===== config.mk =====
export PLATFORM = sky130hd
export DESIGN_NAME = video_adjust_and_noise_reduction
export DESIGN_NICKNAME = d
export VERILOG_FILES = /design/src/shared/video_adjust_pkg.sv /design/src/logic/video_adjust_and_noise_reduction.sv
export VERILOG_INCLUDE_DIRS = /design/src /design/src/shared
export SDC_FILE = /design/constraint.sdc
export NUM_CORES = 2
export LEC_CHECK = 0
export ABC_AREA = 1
export BUFFER_PORTS_ARGS = -buffer_cell sky130_fd_sc_hd__buf_4
export CAP_MARGIN = 25
export CELL_PAD_IN_SITES_DETAIL_PLACEMENT = 1
export CELL_PAD_IN_SITES_GLOBAL_PLACEMENT = 2
export CORE_ASPECT_RATIO = 0.6
export CORE_MARGIN = 2
export CORE_UTILIZATION = 47
export CTS_BUF_LIST = sky130_fd_sc_hd__clkbuf_8
export CTS_CLUSTER_SIZE = 25
export DETAILED_ROUTE_END_ITERATION = 7
export HOLD_SLACK_MARGIN = 0.02
export PLACE_DENSITY_LB_ADDON = 0.1
export SLEW_MARGIN = 20
export SYNTH_ARGS = -nofsm -noshare
export SYNTH_HDL_FRONTEND = slang
export SYNTH_SLANG_ARGS = --single-unit

===== constraint.sdc =====
create_clock -name clk -period 26.7 [get_ports clk]
set_input_delay 6.675 -clock clk [delete_from_list [all_inputs] [get_ports clk]]
set_output_delay 6.675 -clock clk [all_outputs]
set_load 0.02 [all_outputs]

===== src/shared/video_adjust_defines.svh =====
`ifndef VIDEO_ADJUST_DEFINES_SVH
`define VIDEO_ADJUST_DEFINES_SVH

// register subaddresses
`define OFS_U_GAIN 6'h1E
`define OFS_V_GAIN 6'h1F
`define OFS_HUE_SHIFT 6'h20
`define OFS_BRIGHTNESS 6'h21
`define OFS_SHARPNESS 6'h22
`define OFS_CORING_GAINS 6'h23
`define OFS_THRESHOLD_BLOCK 6'h24
`define OFS_NOISE_MODE 6'h25

// reset values
`define RST_U_GAIN 8'h80
`define RST_V_GAIN 8'h80
`define RST_HUE_SHIFT 8'h80
`define RST_BRIGHTNESS 8'h00
`define RST_SHARPNESS 4'h6
`define RST_CORING_GAINS 8'h00
`define RST_THRESHOLD_BLOCK 8'h00
`define RST_NOISE_MODE 1'b0

// field positions
`define BORDER_GAIN_LSB 0
`define INNER_GAIN_LSB 4
`define THRESHOLD_LSB 0
`define BORDER_WIDTH_BIT 6
`define BLOCK_SIZE_BIT 7
`define NOISE_MODE_BIT 3

// arithmetic constants
`define GAIN_SHIFT 7
`define HUE_ZERO 9'sh080
`define BRIGHT_MAX_CODE 8'sh1E
`define BRIGHT_MIN_CODE 8'shF1
`define BRIGHT_SHIFT 2
`define SHARP_NORMAL 5'sh06
`define SHARP_MAX_CODE 4'hC
`define EXT_LUMA_FILTER 3'h4
`define CORE_GAIN_MAX 4'h8
`define PLAIN_CORE_SHIFT 3
`define SHARP_CORE_SHIFT 4
`define SHARP_SHIFT 3
`define SMALL_BLOCK 5'h08
`define LARGE_BLOCK 5'h10

// timing: one pixel spans two clocks
`define CLKS_PER_PIXEL 2

`endif


===== src/shared/video_adjust_pkg.sv =====
package video_adjust_pkg;

typedef enum logic {
    NOISE_PLAIN = 1'b0,
    NOISE_SHARP = 1'b1
} noise_mode_t;

typedef struct packed {
    logic frame_start;
    logic line_start;
    logic active;
    logic [9:0] y;
    logic signed [9:0] u;
    logic signed [9:0] v;
} video_in_t;

typedef struct packed {
    logic active;
    logic [9:0] y;
    logic signed [9:0] u;
    logic signed [9:0] v;
    logic signed [8:0] chroma_phase;
} video_out_t;

endpackage


===== src/logic/video_adjust_and_noise_reduction.sv =====
`timescale 1ns/1ps
`include "video_adjust_defines.svh"

module video_adjust_fifo #(
    parameter int WIDTH = 8,
    parameter int DEPTH = 32
) (
    input wire logic clk,
    input wire logic rst,
    input wire logic in_valid,
    input wire logic [WIDTH-1:0] in_data,
    output logic in_ready,
    output logic out_valid,
    output logic [WIDTH-1:0] out_data,
    input wire logic out_ready
);
    localparam int AW = $clog2(DEPTH);
    logic [WIDTH-1:0] mem [DEPTH];
    logic [AW-1:0] wr_ptr;
    logic [AW-1:0] rd_ptr;
    logic [AW:0] count;
    logic [AW:0] next_count;
    wire push = in_valid && in_ready;
    wire pop = out_valid && out_ready;

    assign next_count = count + (AW+1)'(push) - (AW+1)'(pop);
    assign out_valid = (count != '0);
    assign out_data = mem[rd_ptr];

    always_ff @(posedge clk) begin
        if (push) begin
            mem[wr_ptr] <= in_data;
        end
    end

    always_ff @(posedge clk) begin
        if (rst) begin
            wr_ptr <= '0;
            rd_ptr <= '0;
            count <= '0;
            in_ready <= 1'b1;
        end else begin
            wr_ptr <= push ? AW'(wr_ptr + 1'b1) : wr_ptr;
            rd_ptr <= pop ? AW'(rd_ptr + 1'b1) : rd_ptr;
            count <= next_count;
            in_ready <= (next_count != (AW+1)'(DEPTH));
        end
    end

    a_fifo_bound: assert property (@(posedge clk) disable iff (rst)
        count <= (AW+1)'(DEPTH)) else $error("fifo count above depth");
endmodule

module video_adjust_and_noise_reduction
    import video_adjust_pkg::*;
#(
    parameter int FIFO_DEPTH = 32
) (
    input wire logic clk,
    input wire logic rst,
    input wire logic [5:0] reg_addr,
    input wire logic [7:0] reg_wdata,
    input wire logic reg_we,
    output logic [7:0] reg_rdata,
    input wire logic [2:0] luma_filter_select,
    input wire logic sharpness_filter_enable,
    input wire logic in_valid,
    input wire video_in_t in_data,
    output logic in_ready,
    output logic out_valid,
    output video_out_t out_data,
    input wire logic out_ready
);
    function automatic logic near_edge(input logic [4:0] pos, input logic [4:0] size,
                                       input logic [4:0] half);
        near_edge = (pos < half) || (pos >= 5'(size - half));
    endfunction

    function automatic logic signed [9:0] clamp_signed(input logic signed [18:0] val);
        if (val > 19'sd511) begin
            clamp_signed = 10'sd511;
        end else if (val < -19'sd512) begin
            clamp_signed = -10'sd512;
        end else begin
            clamp_signed = val[9:0];
        end
    endfunction

    // register file
    logic [7:0] u_gain;
    logic [7:0] v_gain;
    logic [7:0] hue_shift;
    logic [7:0] brightness_offset;
    logic [3:0] sharpness_select;
    logic [7:0] noise_coring_gains;
    logic [7:0] noise_threshold_block;
    noise_mode_t noise_mode_sel;
    logic [7:0] rd_mux;

    always_ff @(posedge clk) begin
        if (rst) begin
            u_gain <= `RST_U_GAIN;
            v_gain <= `RST_V_GAIN;
            hue_shift <= `RST_HUE_SHIFT;
            brightness_offset <= `RST_BRIGHTNESS;
            sharpness_select <= `RST_SHARPNESS;
            noise_coring_gains <= `RST_CORING_GAINS;
            noise_threshold_block <= `RST_THRESHOLD_BLOCK;
            noise_mode_sel <= NOISE_PLAIN;
        end else if (reg_we) begin
            case (reg_addr)
                `OFS_U_GAIN: u_gain <= reg_wdata;
                `OFS_V_GAIN: v_gain <= reg_wdata;
                `OFS_HUE_SHIFT: hue_shift <= reg_wdata;
                `OFS_BRIGHTNESS: brightness_offset <= reg_wdata;
                `OFS_SHARPNESS: sharpness_select <= reg_wdata[3:0];
                `OFS_CORING_GAINS: noise_coring_gains <= reg_wdata;
                `OFS_THRESHOLD_BLOCK: noise_threshold_block <= reg_wdata;
                `OFS_NOISE_MODE: noise_mode_sel <= noise_mode_t'(reg_wdata[`NOISE_MODE_BIT]);
                default: ;
            endcase
        end
    end

    assign rd_mux = (reg_addr == `OFS_U_GAIN) ? u_gain :
                    (reg_addr == `OFS_V_GAIN) ? v_gain :
                    (reg_addr == `OFS_HUE_SHIFT) ? hue_shift :
                    (reg_addr == `OFS_BRIGHTNESS) ? brightness_offset :
                    (reg_addr == `OFS_SHARPNESS) ? {4'h0, sharpness_select} :
                    (reg_addr == `OFS_CORING_GAINS) ? noise_coring_gains :
                    (reg_addr == `OFS_THRESHOLD_BLOCK) ? noise_threshold_block :
                    (reg_addr == `OFS_NOISE_MODE) ? {4'h0, noise_mode_sel, 3'h0} : 8'h00;

    always_ff @(posedge clk) begin
        if (rst) begin
            reg_rdata <= 8'h00;
        end else begin
            reg_rdata <= rd_mux;
        end
    end

    // pixel pace: one enable every two clocks
    logic [1:0] pace_cnt;
    logic pix_en;

    always_ff @(posedge clk) begin
        if (rst) begin
            pace_cnt <= 2'h0;
            pix_en <= 1'b0;
        end else begin
            pace_cnt <= (pace_cnt == 2'(`CLKS_PER_PIXEL - 1)) ? 2'h0 : 2'(pace_cnt + 1'b1);
            pix_en <= (pace_cnt == 2'(`CLKS_PER_PIXEL - 1));
        end
    end

    // input buffer
    logic fifo_valid;
    video_in_t head;
    logic fire;

    video_adjust_fifo #(
        .WIDTH($bits(video_in_t)),
        .DEPTH(FIFO_DEPTH)
    ) u_fifo (
        .clk(clk),
        .rst(rst),
        .in_valid(in_valid),
        .in_data(in_data),
        .in_ready(in_ready),
        .out_valid(fifo_valid),
        .out_data(head),
        .out_ready(fire)
    );

    assign fire = pix_en && fifo_valid && (!out_valid || out_ready);

    // block position tracking
    logic [4:0] col_r;
    logic [4:0] row_r;
    logic [9:0] prev_y;
    wire [4:0] block_size = noise_threshold_block[`BLOCK_SIZE_BIT] ?
                            `LARGE_BLOCK : `SMALL_BLOCK;
    wire [4:0] half_border = noise_threshold_block[`BORDER_WIDTH_BIT] ?
                             5'h02 : 5'h01;
    wire [4:0] row_step = (5'(row_r + 1'b1) == block_size) ? 5'h00 : 5'(row_r + 1'b1);
    wire [4:0] cur_col = head.line_start ? 5'h00 : col_r;
    wire [4:0] cur_row = head.frame_start ? 5'h00 : (head.line_start ? row_step : row_r);
    wire [4:0] col_step = (5'(cur_col + 1'b1) == block_size) ? 5'h00 : 5'(cur_col + 1'b1);
    wire in_border = near_edge(cur_col, block_size, half_border) ||
                     near_edge(cur_row, block_size, half_border);

    always_ff @(posedge clk) begin
        if (rst) begin
            col_r <= 5'h00;
            row_r <= 5'h00;
            prev_y <= 10'h000;
        end else if (fire) begin
            col_r <= col_step;
            row_r <= cur_row;
            prev_y <= head.y;
        end
    end

    // detail filter and noise coring
    wire signed [10:0] diff_y = $signed({1'b0, head.y}) -
                                $signed({1'b0, (head.line_start ? head.y : prev_y)});
    wire signed [10:0] detail = diff_y >>> 1;
    wire [10:0] detail_mag = detail[10] ? 11'(-detail) : 11'(detail);
    wire [5:0] threshold = noise_threshold_block[`THRESHOLD_LSB +: 6];
    wire [3:0] raw_gain = in_border ? noise_coring_gains[`BORDER_GAIN_LSB +: 4] :
                          noise_coring_gains[`INNER_GAIN_LSB +: 4];
    wire [3:0] core_gain = (raw_gain > `CORE_GAIN_MAX) ? `CORE_GAIN_MAX : raw_gain;
    wire signed [15:0] core_prod = 16'(detail * $signed({1'b0, core_gain}));
    wire below = detail_mag < {5'h00, threshold};
    wire above = detail_mag > {5'h00, threshold};
    wire signed [15:0] plain_corr = core_prod >>> `PLAIN_CORE_SHIFT;
    wire signed [15:0] sharp_corr = core_prod >>> `SHARP_CORE_SHIFT;
    wire signed [15:0] core_term = (noise_mode_sel == NOISE_PLAIN) ?
                                   (below ? -plain_corr : 16'sh0000) :
                                   (above ? sharp_corr : 16'sh0000);

    // luma sharpness
    wire sharp_on = (luma_filter_select == `EXT_LUMA_FILTER) && sharpness_filter_enable;
    wire [3:0] sharp_code = (sharpness_select > `SHARP_MAX_CODE) ?
                            `SHARP_MAX_CODE : sharpness_select;
    wire signed [4:0] sharp_k = $signed({1'b0, sharp_code}) - `SHARP_NORMAL;
    wire signed [15:0] sharp_term = sharp_on ?
                                    16'(detail * sharp_k) >>> `SHARP_SHIFT : 16'sh0000;

    // brightness
    wire signed [7:0] bright_raw = {brightness_offset[6], brightness_offset[6:0]};
    wire signed [7:0] bright_code = (bright_raw > `BRIGHT_MAX_CODE) ? `BRIGHT_MAX_CODE :
                                    (bright_raw < `BRIGHT_MIN_CODE) ? `BRIGHT_MIN_CODE :
                                    bright_raw;
    wire signed [15:0] bright_term = 16'(bright_code) <<< `BRIGHT_SHIFT;
    wire signed [15:0] luma_sum = $signed({6'h00, head.y}) + core_term + sharp_term +
                                  bright_term;
    wire [9:0] luma_out = (luma_sum < 16'sh0000) ? 10'h000 :
                          (luma_sum > 16'sh03FF) ? 10'h3FF : luma_sum[9:0];

    // colour gains
    wire signed [18:0] u_prod = head.u * $signed({1'b0, u_gain});
    wire signed [18:0] v_prod = head.v * $signed({1'b0, v_gain});
    wire signed [9:0] u_out = clamp_signed(u_prod >>> `GAIN_SHIFT);
    wire signed [9:0] v_out = clamp_signed(v_prod >>> `GAIN_SHIFT);

    // hue: chroma phase offset during active video only
    wire signed [8:0] hue_phase = head.active ?
                                  $signed({1'b0, hue_shift}) - `HUE_ZERO : 9'sh000;

    always_ff @(posedge clk) begin
        if (rst) begin
            out_valid <= 1'b0;
            out_data <= '0;
        end else if (fire) begin
            out_valid <= 1'b1;
            out_data.active <= head.active;
            out_data.y <= luma_out;
            out_data.u <= u_out;
            out_data.v <= v_out;
            out_data.chroma_phase <= hue_phase;
        end else if (out_ready) begin
            out_valid <= 1'b0;
        end
    end

    a_pace_gap: assert property (@(posedge clk) disable iff (rst)
        pix_en |=> !pix_en) else $error("pixel enable repeated");

    a_fire_pace: assert property (@(posedge clk) disable iff (rst)
        fire |-> pix_en ##1 !fire) else $error("pixel taken off pace");

    a_u_unity: assert property (@(posedge clk) disable iff (rst)
        fire && u_gain == 8'h80 |=> out_data.u == $past(head.u))
        else $error("unity u gain altered u");

    a_v_zero: assert property (@(posedge clk) disable iff (rst)
        fire && v_gain == 8'h00 |=> out_data.v == 10'sh000)
        else $error("zero v gain left v");

    a_hue_burst: assert property (@(posedge clk) disable iff (rst)
        fire && !head.active |=> out_data.chroma_phase == 9'sh000)
        else $error("hue shift outside active video");

    a_hue_offset: assert property (@(posedge clk) disable iff (rst)
        fire && head.active |=>
        out_data.chroma_phase == $signed({1'b0, $past(hue_shift)}) - 9'sh080)
        else $error("hue offset not code minus 128");

    a_luma_clean: assert property (@(posedge clk) disable iff (rst)
        fire && noise_coring_gains == 8'h00 && !sharp_on && brightness_offset == 8'h00
        |=> out_data.y == $past(head.y)) else $error("luma altered at neutral");

    a_sharp_normal: assert property (@(posedge clk) disable iff (rst)
        fire && sharp_on && sharpness_select == 4'h6 && noise_coring_gains == 8'h00
        && brightness_offset == 8'h00 |=> out_data.y == $past(head.y))
        else $error("normal sharpness altered luma");

    a_block_wrap: assert property (@(posedge clk) disable iff (rst)
        col_r < block_size || $changed(block_size))
        else $error("column beyond block size");

    a_plain_thresh: assert property (@(posedge clk) disable iff (rst)
        fire && noise_mode_sel == NOISE_PLAIN && threshold == 6'h00 && !sharp_on
        && brightness_offset == 8'h00 |=> out_data.y == $past(head.y))
        else $error("plain coring above threshold");
endmodule


* Yosys cells after proc, flatten, opt, wreduce, memory -nomap -nowiden
Memories as Yosys holds them, arrays and structs flattened. A register that Yosys moved wholly into a read port is not among the register bits.
Index checks and enable logic that the tools add are counted.
** Storage, ports and cells
- Register bits after elaboration :: 142
- Bits in writable memories :: 1056
- Bits of input ports :: 56
- Logic and storage cells :: 134
- Memories :: 1
** Cells by class
- Add/subtract/negate cells :: 16
- Multipliers :: 4
- Order comparisons :: 16
- Equality and inequality tests :: 13
- Muxes and demuxes :: 39
- Reductions and logical operators :: 21
** Memory list
- u_fifo.mem :: words 32, width 33, read ports 1, clocked after memory_dff 1, write ports 1, RTL line video_adjust_and_noise_reduction.sv:18 : logic [WIDTH-1:0] mem [DEPTH];
** Operators with widths (number)
- $mux W8 :: 9
- $mux W10 :: 7
- $mux W16 :: 4
- $mux W5 :: 8
- $mul A10 B9 Y19 :: 2
- $eq A6 B6 Y1 const B :: 6
- $mul A10 B5 Y15 :: 2
- $gt A12 B10 Y1 const B :: 2
- $lt A12 B10 Y1 const B :: 2
- $add A5 B1 Y5 const B :: 4
- $add A11 B16 Y16 :: 1
- $add A16 B10 Y16 :: 1
- $add A16 B16 Y16 :: 1
- $gt A16 B11 Y1 const B :: 1
- $lt A16 B1 Y1 const B :: 1
- $mux W4 :: 4
- $neg A12 Y16 :: 1
- $reduce_and A2 Y1 :: 8
- $eq A6 B5 Y1 const B :: 2
- $gt A11 B6 Y1 :: 1
- $lt A11 B6 Y1 :: 1
- $mux W11 :: 1
- $neg A10 Y11 :: 1
- $sub A10 B10 Y11 :: 1
- other kinds (24) :: 38

* Longest topological paths before layout
- Word-level depth :: 21
- Gate-level depth with buffers :: 69
- Mapped depth without buffers :: 65

* Hierarchy
From an unflattened synthesis, not the netlist that was laid out.
** Second synthesis, totals
- Cell total of the unflattened synthesis :: 6026
- Area total of the unflattened synthesis :: 60971.0 um^2
** By module, submodules not included
- video_adjust_fifo :: instances 1, cells an instance 3735, area an instance 43999.7 um^2, seq. area each 32150.8 um^2
- video_adjust_and_noise_reduction :: instances 1, cells an instance 2291, area an instance 16971.3 um^2, seq. area each 2482.4 um^2

* Least setup slack after synthesis
OpenSTA, ideal clock, no wires.
- Path kind :: input port to flip-flop
- Start :: input port luma_filter_select[1]
- End :: register out_data[38] (netlist name)
- Setup time :: 132 ps
- Arrival :: 11110 ps
- Required time :: 26568 ps
- Setup slack :: 15458 ps
- Stages on the path :: 29
- Path through :: nor3_1 -> inv_1 -> nor2_1 -> o21ai_0 -> fa_1 -> inv_1 -> fa_1 -> ha_1 -> a21oi_1 -> nand2_1 -> a21oi_1 -> nor2_1 -> nor2_1 -> nor2_1 -> nor2_1 -> o21bai_1 -> a21o_1 -> a21oi_1 -> o21ai_0 -> nand2_1 -> nand2_1 -> a21oi_1 -> xnor2_1 -> xor2_1 -> inv_1 -> nand3_2 -> nand2_4 -> o211ai_1 -> a21oi_1
** Between the ends
- Longest elaborated chain between the ends :: 8
** Ends and longest elaborated chain
- from (decl) :: RTL line video_adjust_and_noise_reduction.sv:65 : input wire logic [2:0] luma_filter_select,
- $eq A3 B3 Y1 (no line) (*)
- $logic_and A1 B1 Y1 (*) :: RTL line video_adjust_and_noise_reduction.sv:223 : wire sharp_on = (luma_filter_select == `EXT_LUMA_FILTER) && sharpness_filter_enable;
- $mux W16 (*) :: RTL line video_adjust_and_noise_reduction.sv:227 : wire signed [15:0] sharp_term = sharp_on ?
- $add A16 B16 Y16 (*) :: RTL line video_adjust_and_noise_reduction.sv:236 : wire signed [15:0] luma_sum = $signed({6'h00, head.y}) + core_term + sharp_term +
- $add A16 B10 Y16 (*) :: RTL line video_adjust_and_noise_reduction.sv:236
- $gt A16 B11 Y1 :: RTL line video_adjust_and_noise_reduction.sv:239 : (luma_sum > 16'sh03FF) ? 10'h3FF : luma_sum[9:0];
- $mux W10 :: RTL line video_adjust_and_noise_reduction.sv:239
- $mux W10 (*) :: RTL line video_adjust_and_noise_reduction.sv:238 : wire [9:0] luma_out = (luma_sum < 16'sh0000) ? 10'h000 :
- to (decl) :: RTL line video_adjust_and_noise_reduction.sv:71 : output video_out_t out_data,
Every way passes the cells marked *; elsewhere a longest branch is shown, timed or not.
A chain may end at the register's enable or synchronous reset.

==> results.md <==
- For this run, asynchronously set or reset flops after synthesis account for 0%.
- The number of DRC violations after detailed routing is 0.
- The number of violations reported at the end of detailed-routing iteration 0 is 4633.
- At the end of routability-driven placement, the weighted congestion stood at 0.8873.
- The number of nets with antenna violations after routing is 0.
- Counting flops and latches in the post-synthesis netlist gives 1202.
- The initial antenna violation count came to 8.
- The net count after synthesis is 5743.
- The Yosys step of the flow raised 0 warnings.
- The run finished with clean final reports.
- The number of cell rows is 100.
- The TritonCTS clock tree is done.
- The HPWL after detailed placement is 117100 um.
- In this run, CTS created clock tree buffers numbering 179.
- In the final layout, the multi-input gates occupy 21300 um^2.
- Synthesis produced a netlist whose cell count is between 5000 and 6000.
- The area growth from synthesis to layout is 9.797%.
- The post-synth design cell area is roughly 59000 um^2.
- The largest area contributor in the synthesized netlist is sky130_fd_sc_hd__edfxtp_1.
- The number of global-route vias before repair came to approximately 43000.
- Cells with a size suffix above 1 make up 9.257% of the layout.
- The number of max-slew violations in the final report is 0.
- The commonest non-fill, non-tap cell in the layout is sky130_fd_sc_hd__edfxtp_1.
- The filler cell count in the final layout is 13194.
- The most used flip-flop cell after synthesis is sky130_fd_sc_hd__edfxtp_1.
- The number of enable flip-flop cells after synthesis is 1056.
- The post-place instance area is 61320 um^2.
- The classification of the worst-slack hold path is flip-flop to flip-flop.
- CTS placed an instance of sky130_fd_sc_hd__clkbuf_8 at the clock tree root.
- Counting along the longest clock path gives a buffer depth of 3.
- Registers take 34650 um^2.
- The initial core utilization is between 40% and 50%.
- The required time at the worst-slack endpoint is 27.43 ns.
- After routing the design area is 64640 um^2.
- Using the TritonRoute via totals, the vias-per-cell ratio works out to 5.901.
- Measured along the x axis, the die boundary spans 460.9 um.
- The count of final hold-check violations is 0.
- The largest individual stage delay along the critical path comes from the cell sky130_fd_sc_hd__buf_4.
- For met2 alone, demand over resource in global routing was 42.39%.
- The kind of critical path is flip-flop to flip-flop.
- The maximum number of pins on one net before global-route repair is 239.
- For this design, the CTS-stage hold fixing added 0 buffers.
- The data arrival time of the worst path is around 15 ns.
- The fraction of met1 tracks used by global routing is 48.65%.
- The global-route wire length before repair is 288600 um.
- The top-area cell type share of the netlist area is 53.86%.
- The number of buffers inserted by port buffering is 105.
- The highest net fanout along the worst path is between 150 and 200.
- For this run, the top clock speed supported by timing is 68.19 MHz.
- The largest single stage delay on the critical path is 0.78 ns.
- In the final routed layout, each cell accounts on average for 26.90 um.
- Measured against its own limit, the worst slew margin works out to 27.62%.
- In this run the vertical extent of the chip is 278.2 um.
- For this block, the routed nets add up to 193900 um of wire.
- Setup repair after global routing left no endpoint under its margin.
- The post-CTS clock slew at the launch and capture registers of the worst setup and hold paths is 0.06 ns.
- Leaving out fill and tap cells, the most frequent cells in the layout are sky130_fd_sc_hd__edfxtp_1 (1056), sky130_fd_sc_hd__nor2_1 (792), sky130_fd_sc_hd__o21ai_0 (691).
- The final-layout worst hold slack is 0.4358 ns.
- The most congested layer reported by global routing is met1.
- The sequential cell area fraction in the yosys report is 58.82%.
- Of the available clock period, the critical path in the final layout requires a little over half.
- Max-cap violations in this run came to 0.
- In the final timing run, aggregate negative setup slack is 0 ns.
- The clock insertion delay at the later pin of the skew report is 0.90 ns.
- The total routing usage reported by global routing is 30.43%.
- After layout, the minimum clock period comes to 14.66 ns.
- The core region is 124100 um^2.
- STA classifies the critical path startpoint as a flip-flop.
- The area enclosed by the die boundary is about 130000 um^2.
- Synthesis instantiated 63 different standard cells from the library.
- The global routing met3 resource utilization is roughly 5.8%.
- CTS saw 1202 sinks.
- For this run the aggregate overflow at the end of global routing stands at 0.
- After clock tree synthesis, the setup repair step added 0 buffers.
- In this design, the critical path's most frequently occurring cell is sky130_fd_sc_hd__nand2_1.
- Setup violations remaining at the end of the flow were counted as 0.
- The transition time at the pin with the least slew margin is 1.086 ns.
- The clock tree synthesis step divided the H-tree into 4 levels.
- The count of instances resized after the clock tree is built is 0.
- The total number of vias is approximately 43000.
- The leakage dissipation is 24.40 nW.
- In this run the register-to-register setup slack is 12.04 ns.
- The maximum resistive drop on vdd is 46.16 uV.
- By area the synthesized netlist is led by sky130_fd_sc_hd__edfxtp_1 (54%), sky130_fd_sc_hd__fa_1 (7.1%), sky130_fd_sc_hd__o21ai_0 (5.9%).
- The worst setup path is captured at a flip-flop.
- In this run the mean area of a mapped cell was 11.11 um^2.
- The total power divided by cell area is 71.45 nW/um^2.
- The post-route clock skew is 0.05439 ns.
- Before antenna repair, the detailed router went through 6 iterations.
- The final layout contains 5817 nets.
- The number of primary I/O pins is 106.
Yosys cell counts, drive strengths merged (9+ instances only):
cell type / n
buf: 69
o211ai: 27
a21oi: 187
o221ai: 188
o21bai: 9
edfxtp: 1056
fa: 209
nor3: 19
xor2: 49
a31oi: 15
inv: 507
o21ai: 712
nor2: 836
nand2: 495
dfxtp: 146
o22ai: 65
nand3: 227
ha: 178
xnor2: 24
nand4: 20
clkbuf: 210
through the flow:
| stage | worst slack (ns) | power, mW | std cells | util, % |
|---|---|---|---|---|
| after floorplan | 15.46 | 2.843 | 5300 | - |
| after global placement | 12.59 | 3.179 | 6874 | 49.40 |
| after detailed placement | 12.33 | 3.198 | 6874 | 49.40 |
| after CTS | 12.22 | 4.627 | 7201 | 52.06 |
| after global routing | 10.75 | 4.841 | 7204 | 52.08 |
| final | 12.04 | 4.619 | 7207 | 52.08 |
registers in the layout, indices dropped and copies added, names as in the netlist, 4 cells and up, named ones only:
| register | flops |
|---|---|
| sharpness_select | 4 |
| col_r | 5 |
| hue_shift | 8 |
| noise_threshold_block | 8 |
| prev_y | 10 |
| u_fifo.rd_ptr | 5 |
| row_r | 5 |
| brightness_offset | 8 |
| u_fifo.wr_ptr | 5 |
| noise_coring_gains | 8 |
| out_data | 39 |
| u_fifo.count | 6 |
| reg_rdata | 8 |
| v_gain | 8 |
| u_fifo.mem | 1056 |
| u_gain | 8 |
critical path, delay by kind of cell, from the launching register on:
kind	cells	cell delay [ns]
AOI/OAI and AO/OA	21	4.41
buffers and inverters	10	3.40
adders and majority gates	7	3.18
xor gates and xnor gates	2	0.45
and+or+nand+nor	17	2.07
DFF	1	0.67
power breakdown:
part           switching [mW]  internal [mW]  leakage (nW)
Sequential             0.0217           2.08          10.7
Clock                   0.753          0.686          1.90
Combinational           0.771          0.303          11.8
layout make-up:
cell class | instances | share of cell area, %
sequential | 1202 | 53.60
clock inverter | 142 | 1.163
antenna | 4 | 0.01548
inverter | 512 | 3.023
multi-input combinational | 3307 | 32.94
tap | 1683 | 3.258
clock buffer | 185 | 3.939
timing repair buffer | 172 | 2.056
worst paths after layout:
path	startpoint	end	depth (start not counted)
setup / recovery	flip-flop	out_data[32]	57
hold / removal	pace_cnt[0]	pace_cnt[0]	1
setup reg to reg	flip-flop	out_data[32]	57
hold reg to reg	pace_cnt[0]	pace_cnt[0]	1
routing by layer:
layer,up-vias,share of wire (%),wire length [um]
met3,238,8.6,16740
li1,18784,-,-
met1,21883,48,93970
met2,1616,41,79840
met4,10,1.7,3284
met5,-,0.036,69
cells by family (layout without fill, tap and decap cells):
| logic type | Yosys count | after routing | synth area share (%) |
|---|---|---|---|
| other cells | 0 | 4 | 0 |
| xor+xnor | 73 | 73 | 1.099 |
| flops | 1202 | 1202 | 58.82 |
| compound gates | 1234 | 1234 | 12.25 |
| fa+ha+maj | 387 | 387 | 10.89 |
| simple gates | 1613 | 1613 | 11.52 |
| buf+inv | 791 | 1011 | 5.419 |
Power figures use the tool's default switching activity.
